`config.mk`:
```
export PLATFORM = sky130hd
export DESIGN_NAME = voltage_dac_control
export DESIGN_NICKNAME = d
export VERILOG_FILES = /design/src/hw/voltage_dac_pkg.sv /design/src/hw/voltage_dac_control.sv
export VERILOG_INCLUDE_DIRS = /design/src /design/src/hw
export SDC_FILE = /design/constraint.sdc
export NUM_CORES = 1
export LEC_CHECK = 0
export ABC_AREA = 0
export BUFFER_PORTS_ARGS = -buffer_cell sky130_fd_sc_hd__buf_2
export CAP_MARGIN = 10
export CORE_MARGIN = 4
export CORE_UTILIZATION = 35
export CTS_CLUSTER_DIAMETER = 200
export DETAILED_ROUTE_END_ITERATION = 10
export GPL_ROUTABILITY_DRIVEN = 0
export GPL_TIMING_DRIVEN = 0
export HOLD_SLACK_MARGIN = 0.03
export PLACE_DENSITY_LB_ADDON = 0.3
export SETUP_SLACK_MARGIN = 0.3
export SYNTH_ARGS = -nofsm -noshare
export SYNTH_HDL_FRONTEND = slang
export SYNTH_SLANG_ARGS = --single-unit
```
`constraint.sdc`:
```
create_clock -name clk_sys -period 1.2 [get_ports clk_sys]
set_input_delay 0.06 -clock clk_sys [delete_from_list [all_inputs] [get_ports clk_sys]]
set_output_delay 0.06 -clock clk_sys [all_outputs]
set_load 0.02 [all_outputs]
```
`src/hw/voltage_dac_regs.svh`:
```
// Register offsets, field positions and reset values of the level converter.
`ifndef VOLTAGE_DAC_REGS_SVH
`define VOLTAGE_DAC_REGS_SVH
`define ADDR_W          4
`define OFF_CTRL0       4'h0
`define OFF_CTRL1       4'h1
`define OFF_PIN_STATE   4'h2
`define BIT_ENABLE      7
`define BIT_PIN1_OE     5
`define BIT_PIN2_OE     4
`define BIT_PSS_HI      3
`define BIT_PSS_LO      2
`define BIT_NSS         0
`define CODE_HI         4
`define CTRL0_RST       8'h00
`define CTRL1_RST       8'h00
`define SYNC_RST        2'h0
`define RDATA_RST       8'h00
`define CTRL0_WMASK     8'hBD
`define CTRL1_WMASK     8'h1F
`define PSS_SUPPLY      2'h0
`define PSS_EXT_PIN     2'h1
`define PSS_FIXED       2'h2
`define PSS_RESERVED    2'h3
`define LEVEL_DIV       6'h20
`endif

```
`src/hw/voltage_dac_pkg.sv`:
```
// Types shared by the level converter control logic.
package voltage_dac_pkg;
  typedef enum logic [1:0] {
    pos_supply,
    pos_ext_pin,
    pos_fixed,
    pos_reserved
  } pos_ref_t;

  typedef struct packed {
    logic       converter_enable;
    logic       pin1_output_enable;
    logic       pin2_output_enable;
    pos_ref_t   positive_ref_select;
    logic       negative_ref_select;
    logic [4:0] level_code;
  } ladder_ctrl_t;

  typedef struct packed {
    logic out_driver_override;
    logic in_detector_override;
    logic pullup_disable;
  } pin_override_t;
endpackage : voltage_dac_pkg

```
`src/hw/voltage_dac_control.sv`:
```
// Control registers and analog steering of the 5-bit level converter.
`timescale 1ns/100ps
`include "voltage_dac_regs.svh"
`default_nettype none

module voltage_dac_control
  import voltage_dac_pkg::*;
#(
  parameter int ADDR_W = `ADDR_W
) (
  input  wire logic              clk_sys,
  input  wire logic              arst_n,
  input  wire logic [ADDR_W-1:0] reg_addr,
  input  wire logic [7:0]        reg_wdata,
  input  wire logic              reg_wr,
  input  wire logic              reg_rd,
  output logic      [7:0]        reg_rdata,
  input  wire logic              sleep_mode,
  input  wire logic              pin1_digital_in,
  input  wire logic              pin2_digital_in,
  output logic                   pin1_digital_read,
  output logic                   pin2_digital_read,
  output ladder_ctrl_t           ladder_ctrl,
  output pin_override_t          pin1_override,
  output pin_override_t          pin2_override,
  output logic                   level_to_comparator,
  output logic                   level_to_adc,
  output logic                   ref_pos_supply_sel,
  output logic                   ref_pos_ext_sel,
  output logic                   ref_pos_fixed_sel,
  output logic                   ref_neg_ext_sel,
  output logic                   ref_neg_ground_sel
);

  // The control registers; unimplemented bits are never stored.
  logic [7:0] ctrl0;
  logic [7:0] ctrl1;
  logic [7:0] next_ctrl0;
  logic [7:0] next_ctrl1;
  logic [7:0] next_rdata;

  // Pin inputs come from outside the clock domain.
  logic [1:0] pin1_sync;
  logic [1:0] pin2_sync;

  wire logic hit_ctrl0 = (reg_addr == ADDR_W'(`OFF_CTRL0));
  wire logic hit_ctrl1 = (reg_addr == ADDR_W'(`OFF_CTRL1));
  wire logic hit_pins  = (reg_addr == ADDR_W'(`OFF_PIN_STATE));
  wire logic wr_ctrl0  = reg_wr && hit_ctrl0;
  wire logic wr_ctrl1  = reg_wr && hit_ctrl1;

  // Sleep is deliberately not an input to the write path: the settings and
  // the ladder keep running unchanged through sleep and wake-up.
  assign next_ctrl0 = wr_ctrl0 ? (reg_wdata & `CTRL0_WMASK) : ctrl0;
  assign next_ctrl1 = wr_ctrl1 ? (reg_wdata & `CTRL1_WMASK) : ctrl1;

  always_ff @(posedge clk_sys or negedge arst_n) begin
    if (!arst_n) begin
      ctrl0 <= `CTRL0_RST;
      ctrl1 <= `CTRL1_RST;
    end else begin
      ctrl0 <= next_ctrl0;
      ctrl1 <= next_ctrl1;
    end
  end

  always_ff @(posedge clk_sys or negedge arst_n) begin
    if (!arst_n) begin
      pin1_sync <= `SYNC_RST;
      pin2_sync <= `SYNC_RST;
    end else begin
      pin1_sync <= {pin1_sync[0], pin1_digital_in};
      pin2_sync <= {pin2_sync[0], pin2_digital_in};
    end
  end

  // Field decode of the stored registers.
  wire logic       en      = ctrl0[`BIT_ENABLE];
  wire logic       oe1     = ctrl0[`BIT_PIN1_OE];
  wire logic       oe2     = ctrl0[`BIT_PIN2_OE];
  wire logic [1:0] pss     = ctrl0[`BIT_PSS_HI:`BIT_PSS_LO];
  wire logic       nss     = ctrl0[`BIT_NSS];
  wire logic [4:0] code    = ctrl1[`CODE_HI:0];
  wire logic [7:0] pin_rd  = {6'h00, pin2_digital_read, pin1_digital_read};

  // The ladder computes Vneg + (Vpos - Vneg) * code / 32 in the analog
  // domain; this block only hands it the code and reference switches.
  assign ladder_ctrl.converter_enable    = en;
  assign ladder_ctrl.pin1_output_enable  = oe1;
  assign ladder_ctrl.pin2_output_enable  = oe2;
  assign ladder_ctrl.positive_ref_select = pos_ref_t'(pss);
  assign ladder_ctrl.negative_ref_select = nss;
  assign ladder_ctrl.level_code          = code;

  // The reserved code 11 closes no positive switch, so no two references
  // can ever be shorted together through the ladder.
  assign ref_pos_supply_sel = en && (pss == `PSS_SUPPLY);
  assign ref_pos_ext_sel    = en && (pss == `PSS_EXT_PIN);
  assign ref_pos_fixed_sel  = en && (pss == `PSS_FIXED);
  assign ref_neg_ext_sel    = en && nss;
  assign ref_neg_ground_sel = en && !nss;

  // The level always feeds the internal consumers while enabled.
  assign level_to_comparator = en;
  assign level_to_adc        = en;

  // Pin overrides follow the pin enables regardless of sleep.
  assign pin1_override = '{oe1, oe1, oe1};
  assign pin2_override = '{oe2, oe2, oe2};
  assign pin1_digital_read = oe1 ? 1'b0 : pin1_sync[1];
  assign pin2_digital_read = oe2 ? 1'b0 : pin2_sync[1];

  // Read mux; unmapped addresses return zero.
  assign next_rdata = !reg_rd   ? 8'h00 :
                      hit_ctrl0 ? (ctrl0 & `CTRL0_WMASK) :
                      hit_ctrl1 ? (ctrl1 & `CTRL1_WMASK) :
                      hit_pins  ? pin_rd : 8'h00;

  always_ff @(posedge clk_sys or negedge arst_n) begin
    if (!arst_n) begin
      reg_rdata <= `RDATA_RST;
    end else begin
      reg_rdata <= next_rdata;
    end
  end

  // Assertions. The reset checks carry no disable, so that they also see
  // the edges at which reset is still held low.
  reset_ctrl0_a: assert property (
    @(posedge clk_sys)
    !arst_n |-> ctrl0 == `CTRL0_RST)
    else $error("control register 0 not cleared by reset");

  reset_ctrl1_a: assert property (
    @(posedge clk_sys)
    !arst_n |-> ctrl1 == `CTRL1_RST)
    else $error("level code not cleared by reset");

  reset_pins_a: assert property (
    @(posedge clk_sys)
    !arst_n |-> !ladder_ctrl.pin1_output_enable &&
                !ladder_ctrl.pin2_output_enable)
    else $error("pins still connected during reset");

  ctrl0_write_a: assert property (
    @(posedge clk_sys) disable iff (!arst_n)
    wr_ctrl0 |=>
      ladder_ctrl.converter_enable == $past(reg_wdata[`BIT_ENABLE]))
    else $error("enable did not follow write");

  code_write_a: assert property (
    @(posedge clk_sys) disable iff (!arst_n)
    wr_ctrl1 |=> ladder_ctrl.level_code == $past(reg_wdata[`CODE_HI:0]))
    else $error("level code did not follow write");

  pin_connect_a: assert property (
    @(posedge clk_sys) disable iff (!arst_n)
    wr_ctrl0 |=>
      pin1_override.pullup_disable == $past(reg_wdata[`BIT_PIN1_OE]) &&
      pin2_override.pullup_disable == $past(reg_wdata[`BIT_PIN2_OE]))
    else $error("pin enable mismatch");

  pin_read_zero_a: assert property (
    @(posedge clk_sys) disable iff (!arst_n)
    oe1 |-> !pin1_digital_read)
    else $error("converter pin 1 read not zero");

  pin2_read_zero_a: assert property (
    @(posedge clk_sys) disable iff (!arst_n)
    oe2 |-> !pin2_digital_read)
    else $error("converter pin 2 read not zero");

  pin1_pass_a: assert property (
    @(posedge clk_sys) disable iff (!arst_n)
    !oe1 |-> pin1_digital_read == pin1_sync[1])
    else $error("pin 1 read does not follow the pin");

  pin2_pass_a: assert property (
    @(posedge clk_sys) disable iff (!arst_n)
    !oe2 |-> pin2_digital_read == pin2_sync[1])
    else $error("pin 2 read does not follow the pin");

  pin1_override_a: assert property (
    @(posedge clk_sys) disable iff (!arst_n)
    pin1_override == {oe1, oe1, oe1})
    else $error("pin 1 override does not follow its enable");

  pin2_override_a: assert property (
    @(posedge clk_sys) disable iff (!arst_n)
    pin2_override == {oe2, oe2, oe2})
    else $error("pin 2 override does not follow its enable");

  pos_ref_onehot_a: assert property (
    @(posedge clk_sys) disable iff (!arst_n)
    $onehot0({ref_pos_supply_sel, ref_pos_ext_sel, ref_pos_fixed_sel}))
    else $error("two positive references closed");

  pos_closed_a: assert property (
    @(posedge clk_sys) disable iff (!arst_n)
    en && pss != `PSS_RESERVED |->
      $onehot({ref_pos_supply_sel, ref_pos_ext_sel, ref_pos_fixed_sel}))
    else $error("no positive reference closed");

  reserved_open_a: assert property (
    @(posedge clk_sys) disable iff (!arst_n)
    pss == `PSS_RESERVED |->
      !ref_pos_supply_sel && !ref_pos_ext_sel && !ref_pos_fixed_sel)
    else $error("reserved code closed a positive reference");

  ladder_sel_a: assert property (
    @(posedge clk_sys) disable iff (!arst_n)
    ladder_ctrl.positive_ref_select == pss &&
    ladder_ctrl.negative_ref_select == nss)
    else $error("reference selects not passed to the ladder");

  neg_ref_sel_a: assert property (
    @(posedge clk_sys) disable iff (!arst_n)
    en |-> (ref_neg_ext_sel != ref_neg_ground_sel))
    else $error("negative reference select wrong");

  neg_ground_a: assert property (
    @(posedge clk_sys) disable iff (!arst_n)
    en && !nss |-> ref_neg_ground_sel && !ref_neg_ext_sel)
    else $error("ground not selected as negative reference");

  off_no_switch_a: assert property (
    @(posedge clk_sys) disable iff (!arst_n)
    !en |-> !(ref_pos_supply_sel || ref_pos_ext_sel || ref_pos_fixed_sel ||
              ref_neg_ext_sel || ref_neg_ground_sel))
    else $error("reference switch closed while disabled");

  level_code_a: assert property (
    @(posedge clk_sys) disable iff (!arst_n)
    ladder_ctrl.level_code == ctrl1[`CODE_HI:0])
    else $error("ladder code differs from stored code");

  ctrl0_read_a: assert property (
    @(posedge clk_sys) disable iff (!arst_n)
    reg_rd && hit_ctrl0 |=> (reg_rdata & ~`CTRL0_WMASK) == 8'h00)
    else $error("unimplemented ctrl0 bit nonzero");

  ctrl0_readback_a: assert property (
    @(posedge clk_sys) disable iff (!arst_n)
    reg_rd && hit_ctrl0 |=> reg_rdata == $past(ctrl0))
    else $error("ctrl0 read wrong");

  ctrl0_unused_a: assert property (
    @(posedge clk_sys) disable iff (!arst_n)
    (ctrl0 & ~`CTRL0_WMASK) == 8'h00)
    else $error("unimplemented ctrl0 bit stored");

  ctrl1_read_a: assert property (
    @(posedge clk_sys) disable iff (!arst_n)
    reg_rd && hit_ctrl1 |=> (reg_rdata & ~`CTRL1_WMASK) == 8'h00 &&
                            reg_rdata[`CODE_HI:0] == $past(code))
    else $error("ctrl1 read wrong");

  ctrl1_unused_a: assert property (
    @(posedge clk_sys) disable iff (!arst_n)
    (ctrl1 & ~`CTRL1_WMASK) == 8'h00)
    else $error("unimplemented ctrl1 bit stored");

  ctrl0_store_a: assert property (
    @(posedge clk_sys) disable iff (!arst_n)
    wr_ctrl0 |=> ctrl0 == ($past(reg_wdata) & `CTRL0_WMASK))
    else $error("ctrl0 write not stored");

  ctrl1_store_a: assert property (
    @(posedge clk_sys) disable iff (!arst_n)
    wr_ctrl1 |=> ctrl1 == ($past(reg_wdata) & `CTRL1_WMASK))
    else $error("ctrl1 write not stored");

  sleep_write_a: assert property (
    @(posedge clk_sys) disable iff (!arst_n)
    sleep_mode && wr_ctrl1 |=>
      ctrl1 == ($past(reg_wdata) & `CTRL1_WMASK))
    else $error("write lost during sleep");

  sleep_hold_a: assert property (
    @(posedge clk_sys) disable iff (!arst_n)
    sleep_mode && !reg_wr |=> $stable(ctrl0) && $stable(ctrl1))
    else $error("settings moved in sleep");

  stable_ctrl_a: assert property (
    @(posedge clk_sys) disable iff (!arst_n)
    !$past(reg_wr) |-> $stable(ladder_ctrl))
    else $error("ladder control changed without write");

  hold_ctrl0_a: assert property (
    @(posedge clk_sys) disable iff (!arst_n)
    !wr_ctrl0 |=> $stable(ctrl0))
    else $error("ctrl0 changed without a write to it");

  hold_ctrl1_a: assert property (
    @(posedge clk_sys) disable iff (!arst_n)
    !wr_ctrl1 |=> $stable(ctrl1))
    else $error("ctrl1 changed without a write to it");

  pin_state_read_a: assert property (
    @(posedge clk_sys) disable iff (!arst_n)
    reg_rd && hit_pins |=> reg_rdata == $past(pin_rd))
    else $error("pin state read wrong");

  route_level_a: assert property (
    @(posedge clk_sys) disable iff (!arst_n)
    level_to_comparator == en && level_to_adc == en)
    else $error("internal routing wrong");

  route_off_a: assert property (
    @(posedge clk_sys) disable iff (!arst_n)
    !en |-> !level_to_comparator && !level_to_adc)
    else $error("level routed while disabled");

  enable_cov_c: cover property (@(posedge clk_sys) disable iff (!arst_n)
    wr_ctrl0 && reg_wdata[`BIT_ENABLE]);

  full_code_c: cover property (@(posedge clk_sys) disable iff (!arst_n)
    code == 5'h1F && en);

  both_pins_c: cover property (@(posedge clk_sys) disable iff (!arst_n)
    oe1 && oe2 && sleep_mode);

  reserved_code_c: cover property (@(posedge clk_sys) disable iff (!arst_n)
    en && pss == `PSS_RESERVED);

  pin_pass_c: cover property (@(posedge clk_sys) disable iff (!arst_n)
    !oe1 && pin1_digital_read);

endmodule : voltage_dac_control
`default_nettype wire

```
# Word-level counts from Yosys, hierarchy flattened
# Cells that the tools add are included.
[classes]
addsub = 0
bitwise_logic = 0
mux = 6
n_lt_le_gt_ge = 0
shifts = 0
eq_ne = 4
div_mod_pow = 0
reduce_logical = 10
multipliers = 0
[op_table]
columns = ["op", "n"]
rows = [
  ["$mux 8", 2],
  ["$logic_and 1x1->1", 7],
  ["$mux 5", 1],
  ["$eq 4x1->1 const B", 1],
  ["$eq 4x2->1 const B", 1],
  ["$logic_not 4->1", 1],
  ["$eq 2x1->1 const B", 1],
  ["$eq 2x2->1 const B", 1],
  ["$logic_not 2->1", 1],
  ["$mux 1", 2],
  ["$mux 2", 1],
  ["$logic_not 1->1", 1],
]
[totals]
romBits = 0
regBits = 23
ram_bits = 0
latchBits = 0
memories = 0

# Logic depth before layout (Yosys ltp)
[logic_depth]
word_depth = 5
mapped_depth = 4
ltp_nobuf = 3

# Worst setup path after synthesis
# No wires, ideal clock.
[synth_timing]
kind = "flip-flop to flip-flop"
start = "register ctrl0[5]"
end = "register reg_rdata[0]"
stages_incl_launch_ff = 4
arrival_time_ps = 1101
n_path_buf = 0
path_slack_ps = 13
synth_period_minus_slack_ps = 1187
setup_time_ps = 86
required_ps = 1114
path_cell_list = "dfrtp_1 -> nor2b_1 -> a2bb2oi_1 -> nor3_1"
[synth_via]
elab_chain_len = 5
[synth_lines]
columns = ["element", "line", "rtl"]
rows = [
  ["start: declaration", "voltage_dac_control.sv:36", "logic [7:0] ctrl0;"],
  ["start signal: assignment", "voltage_dac_control.sv:59", "ctrl0 <= `CTRL0_RST;"],
  ["start signal: assignment", "voltage_dac_control.sv:62", "ctrl0 <= next_ctrl0;"],
  ["$mux 1", "voltage_dac_control.sv:110", "assign pin1_digital_read = oe1 ? 1'b0 : pin1_sync[1];"],
  ["net pin1_digital_read", "voltage_dac_control.sv:21", "output logic pin1_digital_read,"],
  ["$mux 2", "voltage_dac_control.sv:117", "hit_pins ? pin_rd : 8'h00;"],
  ["$mux 5", "voltage_dac_control.sv:116", "hit_ctrl1 ? (ctrl1 & `CTRL1_WMASK) :"],
  ["$mux 8", "voltage_dac_control.sv:115", "hit_ctrl0 ? (ctrl0 & `CTRL0_WMASK) :"],
  ["$mux 8", "voltage_dac_control.sv:114", "assign next_rdata = !reg_rd ? 8'h00 :"],
  ["net next_rdata[0]", "voltage_dac_control.sv:40", "logic [7:0] next_rdata;"],
  ["end signal: assignment", "voltage_dac_control.sv:121", "reg_rdata <= `RDATA_RST;"],
  ["end signal: assignment", "voltage_dac_control.sv:123", "reg_rdata <= next_rdata;"],
  ["end: declaration", "voltage_dac_control.sv:17", "output logic [7:0] reg_rdata,"],
]
# The timed path passes the listed nets, and every way through them passes these cells.
# A chain may end at the register's enable or synchronous reset.

# Worst setup path after layout
[layout_timing]
start = "register ctrl0[7]"
end = "output ladder_ctrl[10] (netlist bit)"
[layout_rtl]
columns = ["element", "line", "rtl"]
rows = [
  ["end: declaration", "voltage_dac_control.sv:23", "output ladder_ctrl_t ladder_ctrl,"],
]
# No word-level cell between the ends.

==> flow_summary.yaml <==
sta:
  min_period_ns: 1.19
  timing.fmax_mhz: 843
  holdWs_ns: 0.0431
  skew_ns: 0.00121
  rsz0062_at_grt: "yes"
  period_share_pct: 98.9
  hold_viol_final: 0
  setup_violations: 0
  drv_slew: 0
pwr:
  comb_power_share_pct: 48.6
  ir_worst_vdd_mv: 1.01
  power_frac_seq_pct: 36.6
  powerDensity_mw_per_mm2: 1490
  p_leak_nw: 0.914
  internal_power_w: 0.00182
  switching_power_w: 0.000904
  power.share.clock_pct: 14.8
  switching_share_pct: 33.2
worst_setup_path:
  path_delay_family: "flip-flops"
  crit_start: "ctrl0[7]$_DFFE_PN0P_"
  path_cells: "buf_6 > buf_6 > buf_6"
  ff2ff_setup_slack_ns: 0.12
  cp_max_fo: 6
  reg2reg_to: "reg_rdata[0]$_DFF_PN0_"
  crit_cells: 3
  critPathKind: "reg2out"
  critPathRequiredTime_ns: 1.14
  slowest_stage: "dfrtp_2"
  arrival_ns: 1.13
  critPathLaunchType: "register"
  r2r_start: "ctrl0[5]$_DFFE_PN0P_"
  max_stage_delay_ns: 0.47
  worstSetupEndpointType: "primary output"
  critPathBufInv: 3
  worstRegToRegCells: 5
  path_common_cell: "buf_6"
  critical_path.endpoint: "ladder_ctrl[10]"
logic_synthesis:
  synth-xor-area-share_pct: 0
  yosys-top-cells-area: "dfrtp_1 54%, mux2_4 7.4%, buf_4 6.7%"
  post-synth-top-count-cell: "dfrtp_1"
  synth_compound_area_share_pct: 1.60
  synth_top_family_by_area: "simple AND/OR/NAND/NOR gates"
  syn_area_per_cell_um2: 13.9
  synth-simple-area-share_pct: 18.6
  ys_warn_count: 0
  synth_commonest_cells: "22 x dfrtp_1, 9 x buf_4, 5 x mux2_2, 5 x mux2_4"
  synth.area.mux_share_pct: 17.0
  syn_nets: 92
  seq_area_frac_synth_pct: 54.3
  netlist_area_mm2: 0.00101
  synth_edf_count: 0
  synthCells: 73
  synth-seq-cells: 22
  synthDominantCellAreaShare_pct: 54.3
  synthFlopType: "dfrtp_1"
  ys_async_sr_fraction_pct: 100
  yosysTopAreaCell: "dfrtp_1"
  synthDistinctLibCells: 23
  synthAdderAreaFrac_pct: 0
clock_tree:
  cts_htree_levels: 1
  cts_buffers: 3
  cts_max_path_buffers: 2
  clock-sinks: 22
  cts_tree: "yes"
  clkSlewWorstSetupHoldPaths_ns: 0.12
  clk_latency_ns: 0.29
  root_buffer: "clkbuf_4"
floorplanning:
  die_h_um: 61.8
  die_w_um: 61.8
  num_rows: 19
  io_pins: 53
  core-area_mm2: 0.00276
  initial_core_util_pct: 36.8
  die-area_mm2: 0.00382
final_layout:
  utilization_pct: 66.2
  diodes: 0
  final_nets: 166
  drive_above_1_share_pct: 70.5
  area_growth_pct: 79.9
global_route:
  grt_pass1_vias: 834
  track_usage_pct: 14.4
  globalRouteOverflowTotal: 0
  antenna_found_initial: 0
  grt_max_degree: 23
  grt_pass1_wl_um: 4020
status:
  status: "completed"
placement:
  dp_hpwl_um: 1690
  port_buffers: 48
flow_run:
  maxCapViolations: 0
route:
  dr_total_vias: 806
  routedWlPerCell_um: 14.6
  drc: 0
  first_pass_iters: 2
  drt_iter0_drc: 18
  viasPerCell: 4.55
  finalWirelength_um: 2580
  ant_nets: 0
min_path:
  min_path_type: "in2reg"
## through the flow
step / instance area (um2) / total power [W] / cells / TNS, ns / setup WS (ns)
floorplan: 1050 / 0.00152 / 73 / 0 / 0.254
global placement: 1330 / 0.00179 / 152 / 0 / 0.205
detailed placement: 1330 / 0.00181 / 152 / 0 / 0.179
CTS: 1710 / 0.00261 / 173 / 0 / 0.00649
global route: 1830 / 0.00286 / 177 / -0.184 / -0.0404
finish: 1830 / 0.00272 / 177 / 0 / 0.0134
## power by group through the flow
stage | combinational (W) | sequential (W) | clock [W]
2_1_floorplan | 0.000442 | 0.00108 | 0
3_5_place_dp | 0.000821 | 0.000989 | 0
5_1_grt | 0.00140 | 0.00102 | 0.000448
6_report | 0.00132 | 0.000997 | 0.000403
3_3_place_gp | 0.000809 | 0.000981 | 0
4_1_cts | 0.00121 | 0.000982 | 0.000416
## how the worst min path moves through the flow
stage | endpoint | cells past startpoint | slack, ns | startpoint
floorplan | ctrl0[0]$_DFFE_PN0P_ | 0 | -0.24 | arst_n
global placement | pin2_sync[0]$_DFF_PN0_ | 1 | 0.04 | arst_n
detailed placement | pin2_sync[0]$_DFF_PN0_ | 1 | 0.05 | arst_n
CTS | reg_rdata[7]$_DFF_PN0_ | 2 | 0.03 | reg_rd
global route | reg_rdata[7]$_DFF_PN0_ | 2 | 0.03 | reg_rd
finish | reg_rdata[7]$_DFF_PN0_ | 2 | 0.04 | reg_rd
## worst register-to-register path: stages (launching register included)
cell,delay [ns]
dfrtp_2,0.51
nor2b_4,0.16
buf_6,0.11
buf_6,0.08
a2bb2oi_2,0.04
nor3_2,0.11
## sequential cells by signal, indices dropped and copies added, names as in the netlist
| name | count |
|---|---|
| ctrl0 | 6 |
| ctrl1 | 5 |
| pin1_sync | 2 |
| pin2_sync | 2 |
| reg_rdata | 7 |
## layer usage
metal | track usage (%) | up-vias | wire length, um
met5 | 0 | - | 0
met4 | 3.64 | 0 | 34
met3 | 3.51 | 4 | 146
met2 | 24.5 | 23 | 1350
met1 | 18.5 | 387 | 1060
li1 | - | 392 | -
## repair_timing
| item | in CTS | in global routing |
|---|---|---|
| gates resized for setup | 61 | 26 |
| pin swaps | 2 | 1 |
| buffers inserted | 7 | 4 |
| hold endpoints to repair | 35 | 0 |
| hold buffers | 10 | 0 |
| setup endpoints to repair | 28 | 45 |
## placed cells by master, fill, tap and decap left out, types with 2 or more instances in the layout
| cell | count |
|---|---|
| buf_6 | 47 |
| buf_2 | 18 |
| dfrtp_1 | 16 |
| dlygate4sd3_1 | 10 |
| mux2_4 | 7 |
| dfrtp_2 | 6 |
| mux2_2 | 4 |
| buf_4 | 4 |
| mux2i_1 | 3 |
| nor2b_4 | 3 |
| and3b_1 | 3 |
| clkbuf_4 | 3 |
| nor2_4 | 2 |
| nor3_1 | 2 |
| nor3_2 | 2 |
| and4_1 | 2 |
| nand3_4 | 2 |
## layout make-up
type	count	area [um2]
Buffer	10	109
Clock buffer	4	36.3
Fill cell	200	932
Inverter	1	3.75
Multi-Input combinational cell	40	439
Sequential cell	22	558
Tap cell	31	38.8
Timing Repair Buffer	69	641
## logic make-up (layout without fill, tap and decap cells)
family	after synthesis	count (layout)
AO/OA/AOI/OAI	2	2
multiplexers	14	14
AND/OR/NAND/NOR	23	23
buffers and inverters	11	84
flip-flops	22	22
other	1	1
No activity file was read; power rests on OpenSTA's default activity.
